**config.mk**
```make
export PLATFORM = sky130hd
export DESIGN_NAME = seha_top
export DESIGN_NICKNAME = d
export VERILOG_FILES = /design/src/rtl/seha_pkg.sv /design/src/rtl/seha_top.sv /design/src/rtl/seha_fifo.sv /design/src/rtl/seha_serial.sv
export VERILOG_INCLUDE_DIRS = /design/src /design/src/rtl
export SDC_FILE = /design/constraint.sdc
export NUM_CORES = 1
export LEC_CHECK = 0
export ABC_AREA = 1
export BUFFER_PORTS_ARGS = -buffer_cell sky130_fd_sc_hd__buf_2
export CAP_MARGIN = 30
export CORE_UTILIZATION = 45
export DETAILED_ROUTE_END_ITERATION = 16
export SETUP_SLACK_MARGIN = 0.5
export SLEW_MARGIN = 20
export SYNTH_ARGS = -nofsm -noshare
export SYNTH_HDL_FRONTEND = slang
export SYNTH_SLANG_ARGS = --single-unit
```
**constraint.sdc**
```tcl
create_clock -name clk_i -period 3.85 [get_ports clk_i]
set_input_delay 0.77 -clock clk_i [delete_from_list [all_inputs] [get_ports clk_i]]
set_output_delay 0.77 -clock clk_i [all_outputs]
set_load 0.03 [all_outputs]
```
**src/rtl/seha_consts.svh**
```systemverilog
// register offsets, field positions, reset values and timing counts
`ifndef SEHA_CONSTS_SVH
`define SEHA_CONSTS_SVH
`define SEHA_OFF_MODE 8'hf1
`define SEHA_OFF_PTR 8'hf2
`define SEHA_OFF_WDATA 8'hf3
`define SEHA_OFF_WSTAT 8'hf4
`define SEHA_OFF_RDATA 8'hf5
`define SEHA_OFF_RSTAT 8'hf6
`define SEHA_WSTAT_RST 8'h03
`define SEHA_PTR_RST 8'h00
`define SEHA_BIT_NOPF 7
`define SEHA_BIT_RVALID 0
`define SEHA_CLK_NS 50
`define SEHA_SK_HALF_NS 500
`define SEHA_SK_HALF_CYC ((`SEHA_SK_HALF_NS + `SEHA_CLK_NS - 1) / `SEHA_CLK_NS)
`define SEHA_FIFO_DEPTH 16
`endif

```
**src/rtl/seha_pkg.sv**
```systemverilog
// types shared by the eeprom access block
`default_nettype none
package seha_pkg;
  typedef enum logic [1:0] {
    SEHA_OP_NONE = 2'b00,
    SEHA_OP_READ = 2'b01,
    SEHA_OP_WRITE = 2'b10
  } seha_op_t;
  typedef enum logic [2:0] {
    SEHA_ST_IDLE = 3'b000,
    SEHA_ST_START = 3'b001,
    SEHA_ST_SHIFT = 3'b010,
    SEHA_ST_WAIT = 3'b011,
    SEHA_ST_DONE = 3'b100
  } seha_state_t;
endpackage : seha_pkg
`default_nettype wire

```
**src/rtl/seha_top.sv**
```systemverilog
// host register access to an external 16-bit serial eeprom
// Behaviour
// - Write status 1,0 means the low byte is held and the high byte is awaited.
// - Bytes go to write data low first; first clears status bit 0, second clears bit 1 and writes.
// - The pointer shows the word address and steps after each read pair or write pair.
// - After the second byte both low write status bits read zero while the word is written.
// - With write status bit 7 clear, a pointer write starts a prefetch.
// - With write status bit 7 set, a pointer write starts no prefetch.
// - Read data is invalid until read status bit 0 is set.
// - Each word is read as low byte then high byte.
// - After the high byte: clear valid, step pointer, fetch next word, set valid.
// - Read status bit 0 is high only while data is valid and clears on the high-byte data read.
// - Reading data while not valid does nothing harmful.
// - Read data sits at 0xf5 and read status at 0xf6, both read-only.
//
// Strobed register access was decided locally.
`default_nettype none
`include "seha_consts.svh"
module seha_top #(
  parameter int AW = 8,
  parameter int FIFO_DEPTH = `SEHA_FIFO_DEPTH
) (
  // clock and reset
  input wire logic clk_i,
  input wire logic rst_n_i,
  // register port
  input wire logic [7:0] reg_addr_i,
  input wire logic [7:0] reg_wdata_i,
  input wire logic reg_wr_i,
  input wire logic reg_rd_i,
  output logic [7:0] reg_rdata_o,
  // eeprom pins
  output logic ee_cs_o,
  output logic ee_sk_o,
  output logic ee_di_o,
  input wire logic ee_do_i,
  // byte queue back-pressure
  output logic wbuf_ready_o
);
  import seha_pkg::*;

  logic [AW-1:0] ptr_q;
  logic [7:0] mode_q;
  logic nopf_q;
  logic [1:0] wstat_q;
  logic [7:0] lo_byte_q;
  logic hi_sel_q;
  logic rvalid_q;
  logic [15:0] rword_q;
  logic wr_busy_q;
  logic fetch_pend_q;
  logic step_after_q;
  logic ser_start;
  seha_op_t ser_op;
  logic ser_busy;
  logic ser_done;
  logic [15:0] ser_rdata;
  logic [15:0] ser_wdata;
  logic wr_data;
  logic rd_data;
  logic wr_ptr;
  logic fifo_out_valid;
  logic fifo_pop;
  logic [7:0] fifo_out;
  logic fifo_in_ready;
  logic pair_ready;
  logic lo_pop;
  logic hi_pop;
  logic wr_fin;
  logic rd_step;
  logic fetch_go;
  logic rd_done;

  // register decode used by several processes
  function automatic logic hit(input logic [7:0] a, input logic [7:0] off);
    hit = (a == off);
  endfunction : hit

  assign wr_data = reg_wr_i && hit(reg_addr_i, `SEHA_OFF_WDATA);
  assign rd_data = reg_rd_i && hit(reg_addr_i, `SEHA_OFF_RDATA);
  assign wr_ptr = reg_wr_i && hit(reg_addr_i, `SEHA_OFF_PTR);
  assign wbuf_ready_o = fifo_in_ready;

  // written bytes queue up; a byte written while the queue is full is dropped
  seha_fifo #(
    .WIDTH(8),
    .DEPTH(FIFO_DEPTH)
  ) u_fifo (
    .clk_i(clk_i),
    .rst_n_i(rst_n_i),
    .in_valid_i(wr_data),
    .in_ready_o(fifo_in_ready),
    .in_data_i(reg_wdata_i),
    .out_valid_o(fifo_out_valid),
    .out_ready_i(fifo_pop),
    .out_data_o(fifo_out),
    .flush_i(1'b0)
  );

  // both bytes wait for a free shifter; a low byte taken during a busy
  // write would let the status bits run ahead of the eeprom
  assign pair_ready = !wr_busy_q && !ser_busy && !fetch_pend_q;
  assign fifo_pop = fifo_out_valid && pair_ready;
  assign lo_pop = fifo_pop && !hi_sel_q;
  assign hi_pop = fifo_pop && hi_sel_q;
  assign wr_fin = wr_busy_q && ser_done;

  // write status bits; lo_pop and hi_pop exclude each other through hi_sel_q, and both exclude wr_fin through pair_ready
  always_ff @(posedge clk_i or negedge rst_n_i)
  begin
    if (!rst_n_i)
    begin
      wstat_q <= 2'(`SEHA_WSTAT_RST);
    end
    else if (lo_pop)
    begin
      wstat_q[0] <= 1'b0; // 1,0: waiting for high byte
    end
    else if (hi_pop)
    begin
      wstat_q[1] <= 1'b0; // 0,0 while busy writing
    end
    else if (wr_fin)
    begin
      wstat_q <= 2'b11; // ready for another pair
    end
  end

  // low byte held until its partner leaves the queue
  always_ff @(posedge clk_i or negedge rst_n_i)
  begin
    if (!rst_n_i)
    begin
      lo_byte_q <= 8'h00;
    end
    else if (lo_pop)
    begin
      lo_byte_q <= fifo_out; // low byte leads
    end
  end

  // which byte of the pair comes next
  always_ff @(posedge clk_i or negedge rst_n_i)
  begin
    if (!rst_n_i)
    begin
      hi_sel_q <= 1'b0;
    end
    else if (lo_pop)
    begin
      hi_sel_q <= 1'b1;
    end
    else if (hi_pop)
    begin
      hi_sel_q <= 1'b0;
    end
  end

  // busy from the high byte until the eeprom reports ready
  always_ff @(posedge clk_i or negedge rst_n_i)
  begin
    if (!rst_n_i)
    begin
      wr_busy_q <= 1'b0;
    end
    else if (hi_pop)
    begin
      wr_busy_q <= 1'b1; // second byte launches the write
    end
    else if (wr_fin)
    begin
      wr_busy_q <= 1'b0;
    end
  end

  // write data word for the shifter
  assign ser_wdata = {fifo_out, lo_byte_q};

  // shifter launch: a pending fetch holds back the byte queue, so reads go before waiting writes
  always_comb
  begin
    ser_start = 1'b0;
    ser_op = SEHA_OP_NONE;
    if (fifo_pop && hi_sel_q)
    begin
      ser_start = 1'b1;
      ser_op = SEHA_OP_WRITE; // second byte launches the write
    end
    else if (fetch_pend_q && !ser_busy && !wr_busy_q)
    begin
      ser_start = 1'b1;
      ser_op = SEHA_OP_READ;
    end
  end

  // read-side events
  assign fetch_go = ser_start && (ser_op == SEHA_OP_READ);
  assign rd_step = rd_data && rvalid_q && step_after_q;
  // a fetch overtaken by a pointer write with prefetch on is dropped, never shown
  assign rd_done = ser_done && !wr_busy_q && !fetch_go;

  // a fetch is owed until the shifter takes it
  always_ff @(posedge clk_i or negedge rst_n_i)
  begin
    if (!rst_n_i)
    begin
      fetch_pend_q <= 1'b0;
    end
    else if ((wr_ptr && !nopf_q) || rd_step)
    begin
      fetch_pend_q <= 1'b1; // prefetch, or next word after the step
    end
    else if (fetch_go)
    begin
      fetch_pend_q <= 1'b0;
    end
  end

  // read-valid flag: cleared first, set last once the word is in
  always_ff @(posedge clk_i or negedge rst_n_i)
  begin
    if (!rst_n_i)
    begin
      rvalid_q <= 1'b0;
    end
    else if ((wr_ptr && !nopf_q) || rd_step)
    begin
      rvalid_q <= 1'b0; // invalid until fetched
    end
    else if (rd_done)
    begin
      rvalid_q <= 1'b1; // set last, after fetch
    end
  end

  // fetched word
  always_ff @(posedge clk_i or negedge rst_n_i)
  begin
    if (!rst_n_i)
    begin
      rword_q <= 16'h0000;
    end
    else if (rd_done)
    begin
      rword_q <= ser_rdata;
    end
  end

  // low/high byte select for reads
  always_ff @(posedge clk_i or negedge rst_n_i)
  begin
    if (!rst_n_i)
    begin
      step_after_q <= 1'b0;
    end
    else if (wr_ptr)
    begin
      step_after_q <= 1'b0;
    end
    else if (rd_data && rvalid_q)
    begin
      step_after_q <= ~step_after_q; // low then high
    end
  end

  // pointer: software load or step after each finished pair
  always_ff @(posedge clk_i or negedge rst_n_i)
  begin
    if (!rst_n_i)
    begin
      ptr_q <= AW'(`SEHA_PTR_RST);
    end
    else if (wr_ptr)
    begin
      ptr_q <= reg_wdata_i[AW-1:0];
    end
    else if ((rd_data && rvalid_q && step_after_q) || (wr_busy_q && ser_done))
    begin
      ptr_q <= ptr_q + 1'b1; // advance after read or write pair
    end
  end

  // mode bits and the prefetch disable bit; reserved bits not stored
  always_ff @(posedge clk_i or negedge rst_n_i)
  begin
    if (!rst_n_i)
    begin
      mode_q <= 8'h00;
      nopf_q <= 1'b0;
    end
    else
    begin
      if (reg_wr_i && hit(reg_addr_i, `SEHA_OFF_MODE))
      begin
        mode_q <= reg_wdata_i;
      end
      if (reg_wr_i && hit(reg_addr_i, `SEHA_OFF_WSTAT))
      begin
        nopf_q <= reg_wdata_i[`SEHA_BIT_NOPF]; // set blocks prefetch
      end
    end
  end

  seha_serial #(
    .AW(AW)
  ) u_serial (
    .clk_i(clk_i),
    .rst_n_i(rst_n_i),
    .start_i(ser_start),
    .op_i(ser_op),
    .addr_i(ptr_q),
    .wdata_i(ser_wdata),
    .busy_o(ser_busy),
    .done_o(ser_done),
    .rdata_o(ser_rdata),
    .cs_o(ee_cs_o),
    .sk_o(ee_sk_o),
    .di_o(ee_di_o),
    .do_i(ee_do_i)
  );

  // read data one cycle after the strobe; unmapped reads give zero
  always_ff @(posedge clk_i or negedge rst_n_i)
  begin
    if (!rst_n_i)
    begin
      reg_rdata_o <= 8'h00;
    end
    else if (reg_rd_i)
    begin
      unique case (reg_addr_i)
        `SEHA_OFF_MODE: reg_rdata_o <= mode_q;
        `SEHA_OFF_PTR: reg_rdata_o <= 8'(ptr_q);
        `SEHA_OFF_WSTAT: reg_rdata_o <= {nopf_q, 5'h00, wstat_q};
        // stale byte on an invalid read, no side effect
        `SEHA_OFF_RDATA: reg_rdata_o <= step_after_q ? rword_q[15:8] : rword_q[7:0];
        `SEHA_OFF_RSTAT: reg_rdata_o <= {7'h00, rvalid_q};
        default: reg_rdata_o <= 8'h00;
      endcase
    end
    else
    begin
      reg_rdata_o <= 8'h00;
    end
  end
endmodule : seha_top
`default_nettype wire

```
**src/rtl/seha_fifo.sv**
```systemverilog
// parameterised valid/ready fifo
`default_nettype none
module seha_fifo #(
  parameter int WIDTH = 8,
  parameter int DEPTH = 16
) (
  // clock and reset
  input wire logic clk_i,
  input wire logic rst_n_i,
  // fill side
  input wire logic in_valid_i,
  output logic in_ready_o,
  input wire logic [WIDTH-1:0] in_data_i,
  // drain side
  output logic out_valid_o,
  input wire logic out_ready_i,
  output logic [WIDTH-1:0] out_data_o,
  // flush
  input wire logic flush_i
);
  localparam int AW = $clog2(DEPTH);
  logic [WIDTH-1:0] mem_q [DEPTH];
  logic [AW-1:0] wr_q;
  logic [AW-1:0] rd_q;
  logic [AW:0] cnt_q;
  logic push;
  logic pop;

  // honest full and empty from the count
  assign in_ready_o = (cnt_q != (AW+1)'(DEPTH));
  assign out_valid_o = (cnt_q != '0);
  assign out_data_o = mem_q[rd_q];
  assign push = in_valid_i && in_ready_o;
  assign pop = out_valid_o && out_ready_i;

  // storage has no reset; only pointers and count need it
  always_ff @(posedge clk_i)
  begin
    if (push)
    begin
      mem_q[wr_q] <= in_data_i;
    end
  end

  // pointers and count
  always_ff @(posedge clk_i or negedge rst_n_i)
  begin
    if (!rst_n_i)
    begin
      wr_q <= '0;
      rd_q <= '0;
      cnt_q <= '0;
    end
    else if (flush_i)
    begin
      wr_q <= '0;
      rd_q <= '0;
      cnt_q <= '0;
    end
    else
    begin
      if (push)
      begin
        wr_q <= (wr_q == AW'(DEPTH - 1)) ? '0 : wr_q + 1'b1;
      end
      if (pop)
      begin
        rd_q <= (rd_q == AW'(DEPTH - 1)) ? '0 : rd_q + 1'b1;
      end
      cnt_q <= cnt_q + (AW+1)'(push) - (AW+1)'(pop);
    end
  end
endmodule : seha_fifo
`default_nettype wire

```
**src/rtl/seha_serial.sv**
```systemverilog
// serial shifter toward the 16-bit eeprom (read or write one word)
`default_nettype none
`include "seha_consts.svh"
module seha_serial #(
  parameter int AW = 8,
  parameter int HALF = `SEHA_SK_HALF_CYC
) (
  // clock and reset
  input wire logic clk_i,
  input wire logic rst_n_i,
  // request
  input wire logic start_i,
  input wire seha_pkg::seha_op_t op_i,
  input wire logic [AW-1:0] addr_i,
  input wire logic [15:0] wdata_i,
  output logic busy_o,
  output logic done_o,
  output logic [15:0] rdata_o,
  // eeprom pins
  output logic cs_o,
  output logic sk_o,
  output logic di_o,
  input wire logic do_i
);
  import seha_pkg::*;
  localparam int FW = 3 + AW + 16;
  seha_state_t st_q;
  logic [FW-1:0] sh_q;
  logic [$clog2(FW+1)-1:0] bit_q;
  logic [$clog2(HALF+1)-1:0] div_q;
  logic is_wr_q;
  logic tick;

  assign tick = (div_q == '0);
  assign busy_o = (st_q != SEHA_ST_IDLE);

  // half-period divider for the serial clock
  always_ff @(posedge clk_i or negedge rst_n_i)
  begin
    if (!rst_n_i)
      div_q <= '0;
    else if (st_q == SEHA_ST_IDLE || tick)
      div_q <= ($clog2(HALF+1))'(HALF - 1);
    else
      div_q <= div_q - 1'b1;
  end

  // frame sequencer: start bit, opcode, address, data; write waits for ready
  always_ff @(posedge clk_i or negedge rst_n_i)
  begin
    if (!rst_n_i)
    begin
      st_q <= SEHA_ST_IDLE;
      sh_q <= '0;
      bit_q <= '0;
      is_wr_q <= 1'b0;
      cs_o <= 1'b0;
      sk_o <= 1'b0;
      di_o <= 1'b0;
      done_o <= 1'b0;
      rdata_o <= 16'h0000;
    end
    else
    begin
      done_o <= 1'b0;
      unique case (st_q)
        SEHA_ST_IDLE:
        begin
          if (start_i && op_i != SEHA_OP_NONE)
          begin
            is_wr_q <= (op_i == SEHA_OP_WRITE);
            sh_q <= {1'b1, (op_i == SEHA_OP_WRITE) ? 2'b01 : 2'b10, addr_i, wdata_i};
            bit_q <= ($clog2(FW+1))'(FW);
            cs_o <= 1'b1;
            st_q <= SEHA_ST_START;
          end
        end
        SEHA_ST_START:
        begin
          if (tick)
          begin
            di_o <= sh_q[FW-1];
            sh_q <= {sh_q[FW-2:0], 1'b0};
            st_q <= SEHA_ST_SHIFT;
          end
        end
        SEHA_ST_SHIFT:
        begin
          if (tick)
          begin
            sk_o <= ~sk_o;
            if (sk_o)
            begin
              bit_q <= bit_q - 1'b1;
              if (bit_q == ($clog2(FW+1))'(1))
              begin
                cs_o <= 1'b0;
                st_q <= is_wr_q ? SEHA_ST_WAIT : SEHA_ST_DONE;
              end
              else
              begin
                di_o <= sh_q[FW-1];
                sh_q <= {sh_q[FW-2:0], 1'b0};
              end
            end
            else if (!is_wr_q && bit_q <= ($clog2(FW+1))'(16))
            begin
              rdata_o <= {rdata_o[14:0], do_i}; // data shifted msb first
            end
          end
        end
        SEHA_ST_WAIT:
        begin
          // ready shows as do high with chip select raised again
          cs_o <= 1'b1;
          if (tick && cs_o && do_i)
          begin
            cs_o <= 1'b0;
            st_q <= SEHA_ST_DONE;
          end
        end
        SEHA_ST_DONE:
        begin
          done_o <= 1'b1;
          st_q <= SEHA_ST_IDLE;
        end
        default:
          st_q <= SEHA_ST_IDLE;
      endcase
    end
  end
endmodule : seha_serial
`default_nettype wire

```
==> impl_metrics.env <==
export IMPL_viasPerCell=5.090
export IMPL_grt_max_degree=89
export IMPL_cts_buffers=28
export IMPL_dr_pass1_iters=6
export IMPL_vias=8495
export IMPL_cts_tree="yes"
export IMPL_crit_top_cell="nor2_1"
export IMPL_drtIter0Drc=694
export IMPL_final_common_cell="nand2_1"
export IMPL_gp_congestion=0.8270
export IMPL_clk_latency_ns=0.54
export IMPL_path_max_fanout=6
export IMPL_worst_slew_pin_slew_ns=0.8380
export IMPL_r2r_start="u_serial.st_q[0]"
export IMPL_synth_cells=1293
export IMPL_slew_headroom_pct=44.13
export IMPL_period_minus_slack_ns=2.670
export IMPL_hold_viol_final=0
export IMPL_antenna_found_initial=0
export IMPL_synth_cell_types=37
export IMPL_io_pins=33
export IMPL_critPathLaunch="u_serial.st_q[0]"
export IMPL_skew_ns=0.01381
export IMPL_crit_arrival_ns=3.12
export IMPL_clkSinkCount=257
export IMPL_synth_edff_count=128
export IMPL_syn_to_final_growth_pct=12.00
export IMPL_synth_ff_type="edfxtp_1"
export IMPL_die_x_um=163.0
export IMPL_drc=0
export IMPL_post_cts_buffers=0
export IMPL_cts_hold_buffers=0
export IMPL_synth_area_mm2=0.01167
export IMPL_crit_path_end_kind="register"
export IMPL_cp_slowest_cell="dfrtp_1"
export IMPL_overflow=0
export IMPL_syn_nets=1330
export IMPL_power_density_mw_per_mm2=446.6
export IMPL_hp_class="in2async"
export IMPL_ys_ff_latch=257
export IMPL_port_buffers=32
export IMPL_cts_root_buf="clkbuf_16"
export IMPL_final_net_count=1355
export IMPL_drive_gt1_share_pct=7.692
export IMPL_required_ns=4.30
export IMPL_cp_start_kind="register"
export IMPL_yosysWarnings=0
export IMPL_dieArea_mm2=0.02658
export IMPL_p_leak_uw=0.005948
export IMPL_rsz0062_at_grt="false"
export IMPL_wl_per_cell_um=16.01
export IMPL_syn_area_per_cell_um2=9.024
export IMPL_max_cap_violations=0
export IMPL_timing_hold_ws_ns=0.2786
export IMPL_ys_seq_area_share_pct=60.63
export IMPL_cts_clk_slew_worst_paths_ns=0.06
export IMPL_finish_utilization_pct=51.60
export IMPL_htreeDepth=1
export IMPL_tns_ns=0
export IMPL_critPathKind="reg2reg"
export IMPL_setup_viol=0
export IMPL_slew_viol_final=0
export IMPL_first_global_vias=8185
export IMPL_cts_buffer_depth=3
export IMPL_path_cells="nor2_4 -> nand3_1 -> nor2_1 -> nand2_1 -> inv_1 -> ha_1 -> inv_1 -> ha_1 -> fa_1 -> a21oi_1 -> nor2_1 -> nor2_1 -> xor2_1"
export IMPL_slowest_delay_ns=0.47
export IMPL_timing_final_crit_share_pct=69.35
export IMPL_status="completed"
export IMPL_n_antenna_cell=0
export IMPL_grt_pass1_wl_mm=43.69
export IMPL_fp_row_count=58
export IMPL_hpwl_mm=17.38
export IMPL_layout_common_cells="nand2_1 (438), inv_1 (141), edfxtp_1 (128), dfrtp_1 (126), nand3_1 (122)"
export IMPL_die_h_um=163.0
export IMPL_ir_worst_vdd_mv=0.3037
export IMPL_cts_resized_gates=0
export IMPL_grt_use_total_pct=21.12
export IMPL_totalWireLength_mm=26.72
export IMPL_ant_nets=0
export IMPL_core_mm2=0.02533
export IMPL_max_freq_ghz=0.3745
export IMPL_start_util_pct=46.07
export IMPL_async_flop_share_pct=50.19
==> path summary, 6_finish.rpt <==
path	cells after the start	endpoint	slack (ns)
worst max-delay path	13	u_fifo.cnt_q[4]	1.18
worst min-delay path	1	u_serial.div_q[2]	0.28
worst max register to register	13	u_fifo.cnt_q[4]	1.18
worst min register to register	1	u_serial.div_q[0]	0.46
max in group asynchronous	2	u_fifo.rd_q[0]	2.80
min in group clk_i	1	u_serial.div_q[0]	0.46
==> report_power, final <==
group | leakage, uW | switching, uW | internal (uW) | total [uW]
Clock | 0.000455 | 1040 | 1620 | 2660
Combinational | 0.00266 | 165 | 71.1 | 236
Sequential | 0.00283 | 25.5 | 2920 | 2940
Total | 0.00595 | 1230 | 4610 | 5840
==> metal layers <==
| layer | up-vias | global-route usage [%] | part of all wire, % |
|---|---|---|---|
| met1 | 4026 | 30.49 | 46 |
| li1 | 4225 | - | - |
| met4 | 0 | 6.839 | 2.6 |
| met2 | 199 | 32.63 | 45 |
| met3 | 45 | 3.276 | 5.7 |
| met5 | - | 0 | 0 |
==> registers in the layout, summed over array words and instances (netlist names), 4 cells and up <==
register	flops
reg_rdata_o	8
u_serial.div_q	4
rword_q	16
u_fifo.wr_q	4
u_fifo.rd_q	4
u_fifo.mem_q	128
u_serial.bit_q	5
mode_q	8
ptr_q	8
lo_byte_q	8
u_serial.rdata_o	16
u_fifo.cnt_q	5
u_serial.sh_q	27
==> cell usage after synthesis (all sizes together) (3+ instances only) <==
| cell type | instances | area [um2] |
|---|---|---|
| a21oi | 13 | 65.06 |
| a31oi | 12 | 75.07 |
| buf | 21 | 122.6 |
| clkbuf | 26 | 97.59 |
| dfrtp | 127 | 3178 |
| edfxtp | 128 | 3844 |
| ha | 15 | 187.7 |
| inv | 147 | 551.8 |
| nand2 | 442 | 1674 |
| nand3 | 124 | 630.6 |
| nand4 | 13 | 81.33 |
| nor2 | 101 | 396.6 |
| nor3 | 9 | 55.05 |
| o211ai | 3 | 22.52 |
| o21ai | 88 | 440.4 |
| xor2 | 12 | 105.1 |
==> final cells by class <==
type,count,area [um2]
well taps,330,412.9
flip-flops and latches,257,7076
multi-input cells,840,3814
fillers,2300,12260
clock inverters,8,86.33
repair buffers,42,281.5
clock buffers,43,838.3
inverters,149,559.3
==> critical path: cells and delay by family, from the launching register on <==
| family | cells | cell delay, ns |
|---|---|---|
| xor+xnor | 1 | 0.14 |
| buf+inv | 2 | 0.23 |
| flops | 1 | 0.47 |
| compound gates | 1 | 0.14 |
| fa+ha+maj | 3 | 0.75 |
| simple gates | 6 | 0.84 |
==> logic make-up (layout without fill, tap and decap cells) <==
logic type      count (synthesis)  in the layout  synth area share (%)
simple gates                  691            691                 24.45
xor+xnor                       12             12                0.9008
compound gates                120            120                 5.458
fa+ha+maj                      16             16                 1.780
buf+inv                       196            242                 6.681
flops                         257            257                 60.63
mux                             1              1               0.09651
==> through the flow <==
step | power (uW) | worst slack (ns) | instances | cell area (um2)
5_1_grt | 6035 | 1.001 | 1669 | 13070
2_1_floorplan | 3119 | 1.438 | 1293 | 11670
6_report | 5836 | 1.180 | 1669 | 13070
3_5_place_dp | 3236 | 0.9723 | 1617 | 12130
3_3_place_gp | 3232 | 0.9940 | 1616 | 12100
4_1_cts | 5898 | 1.196 | 1668 | 13050
(Power assumes the default switching activity.)
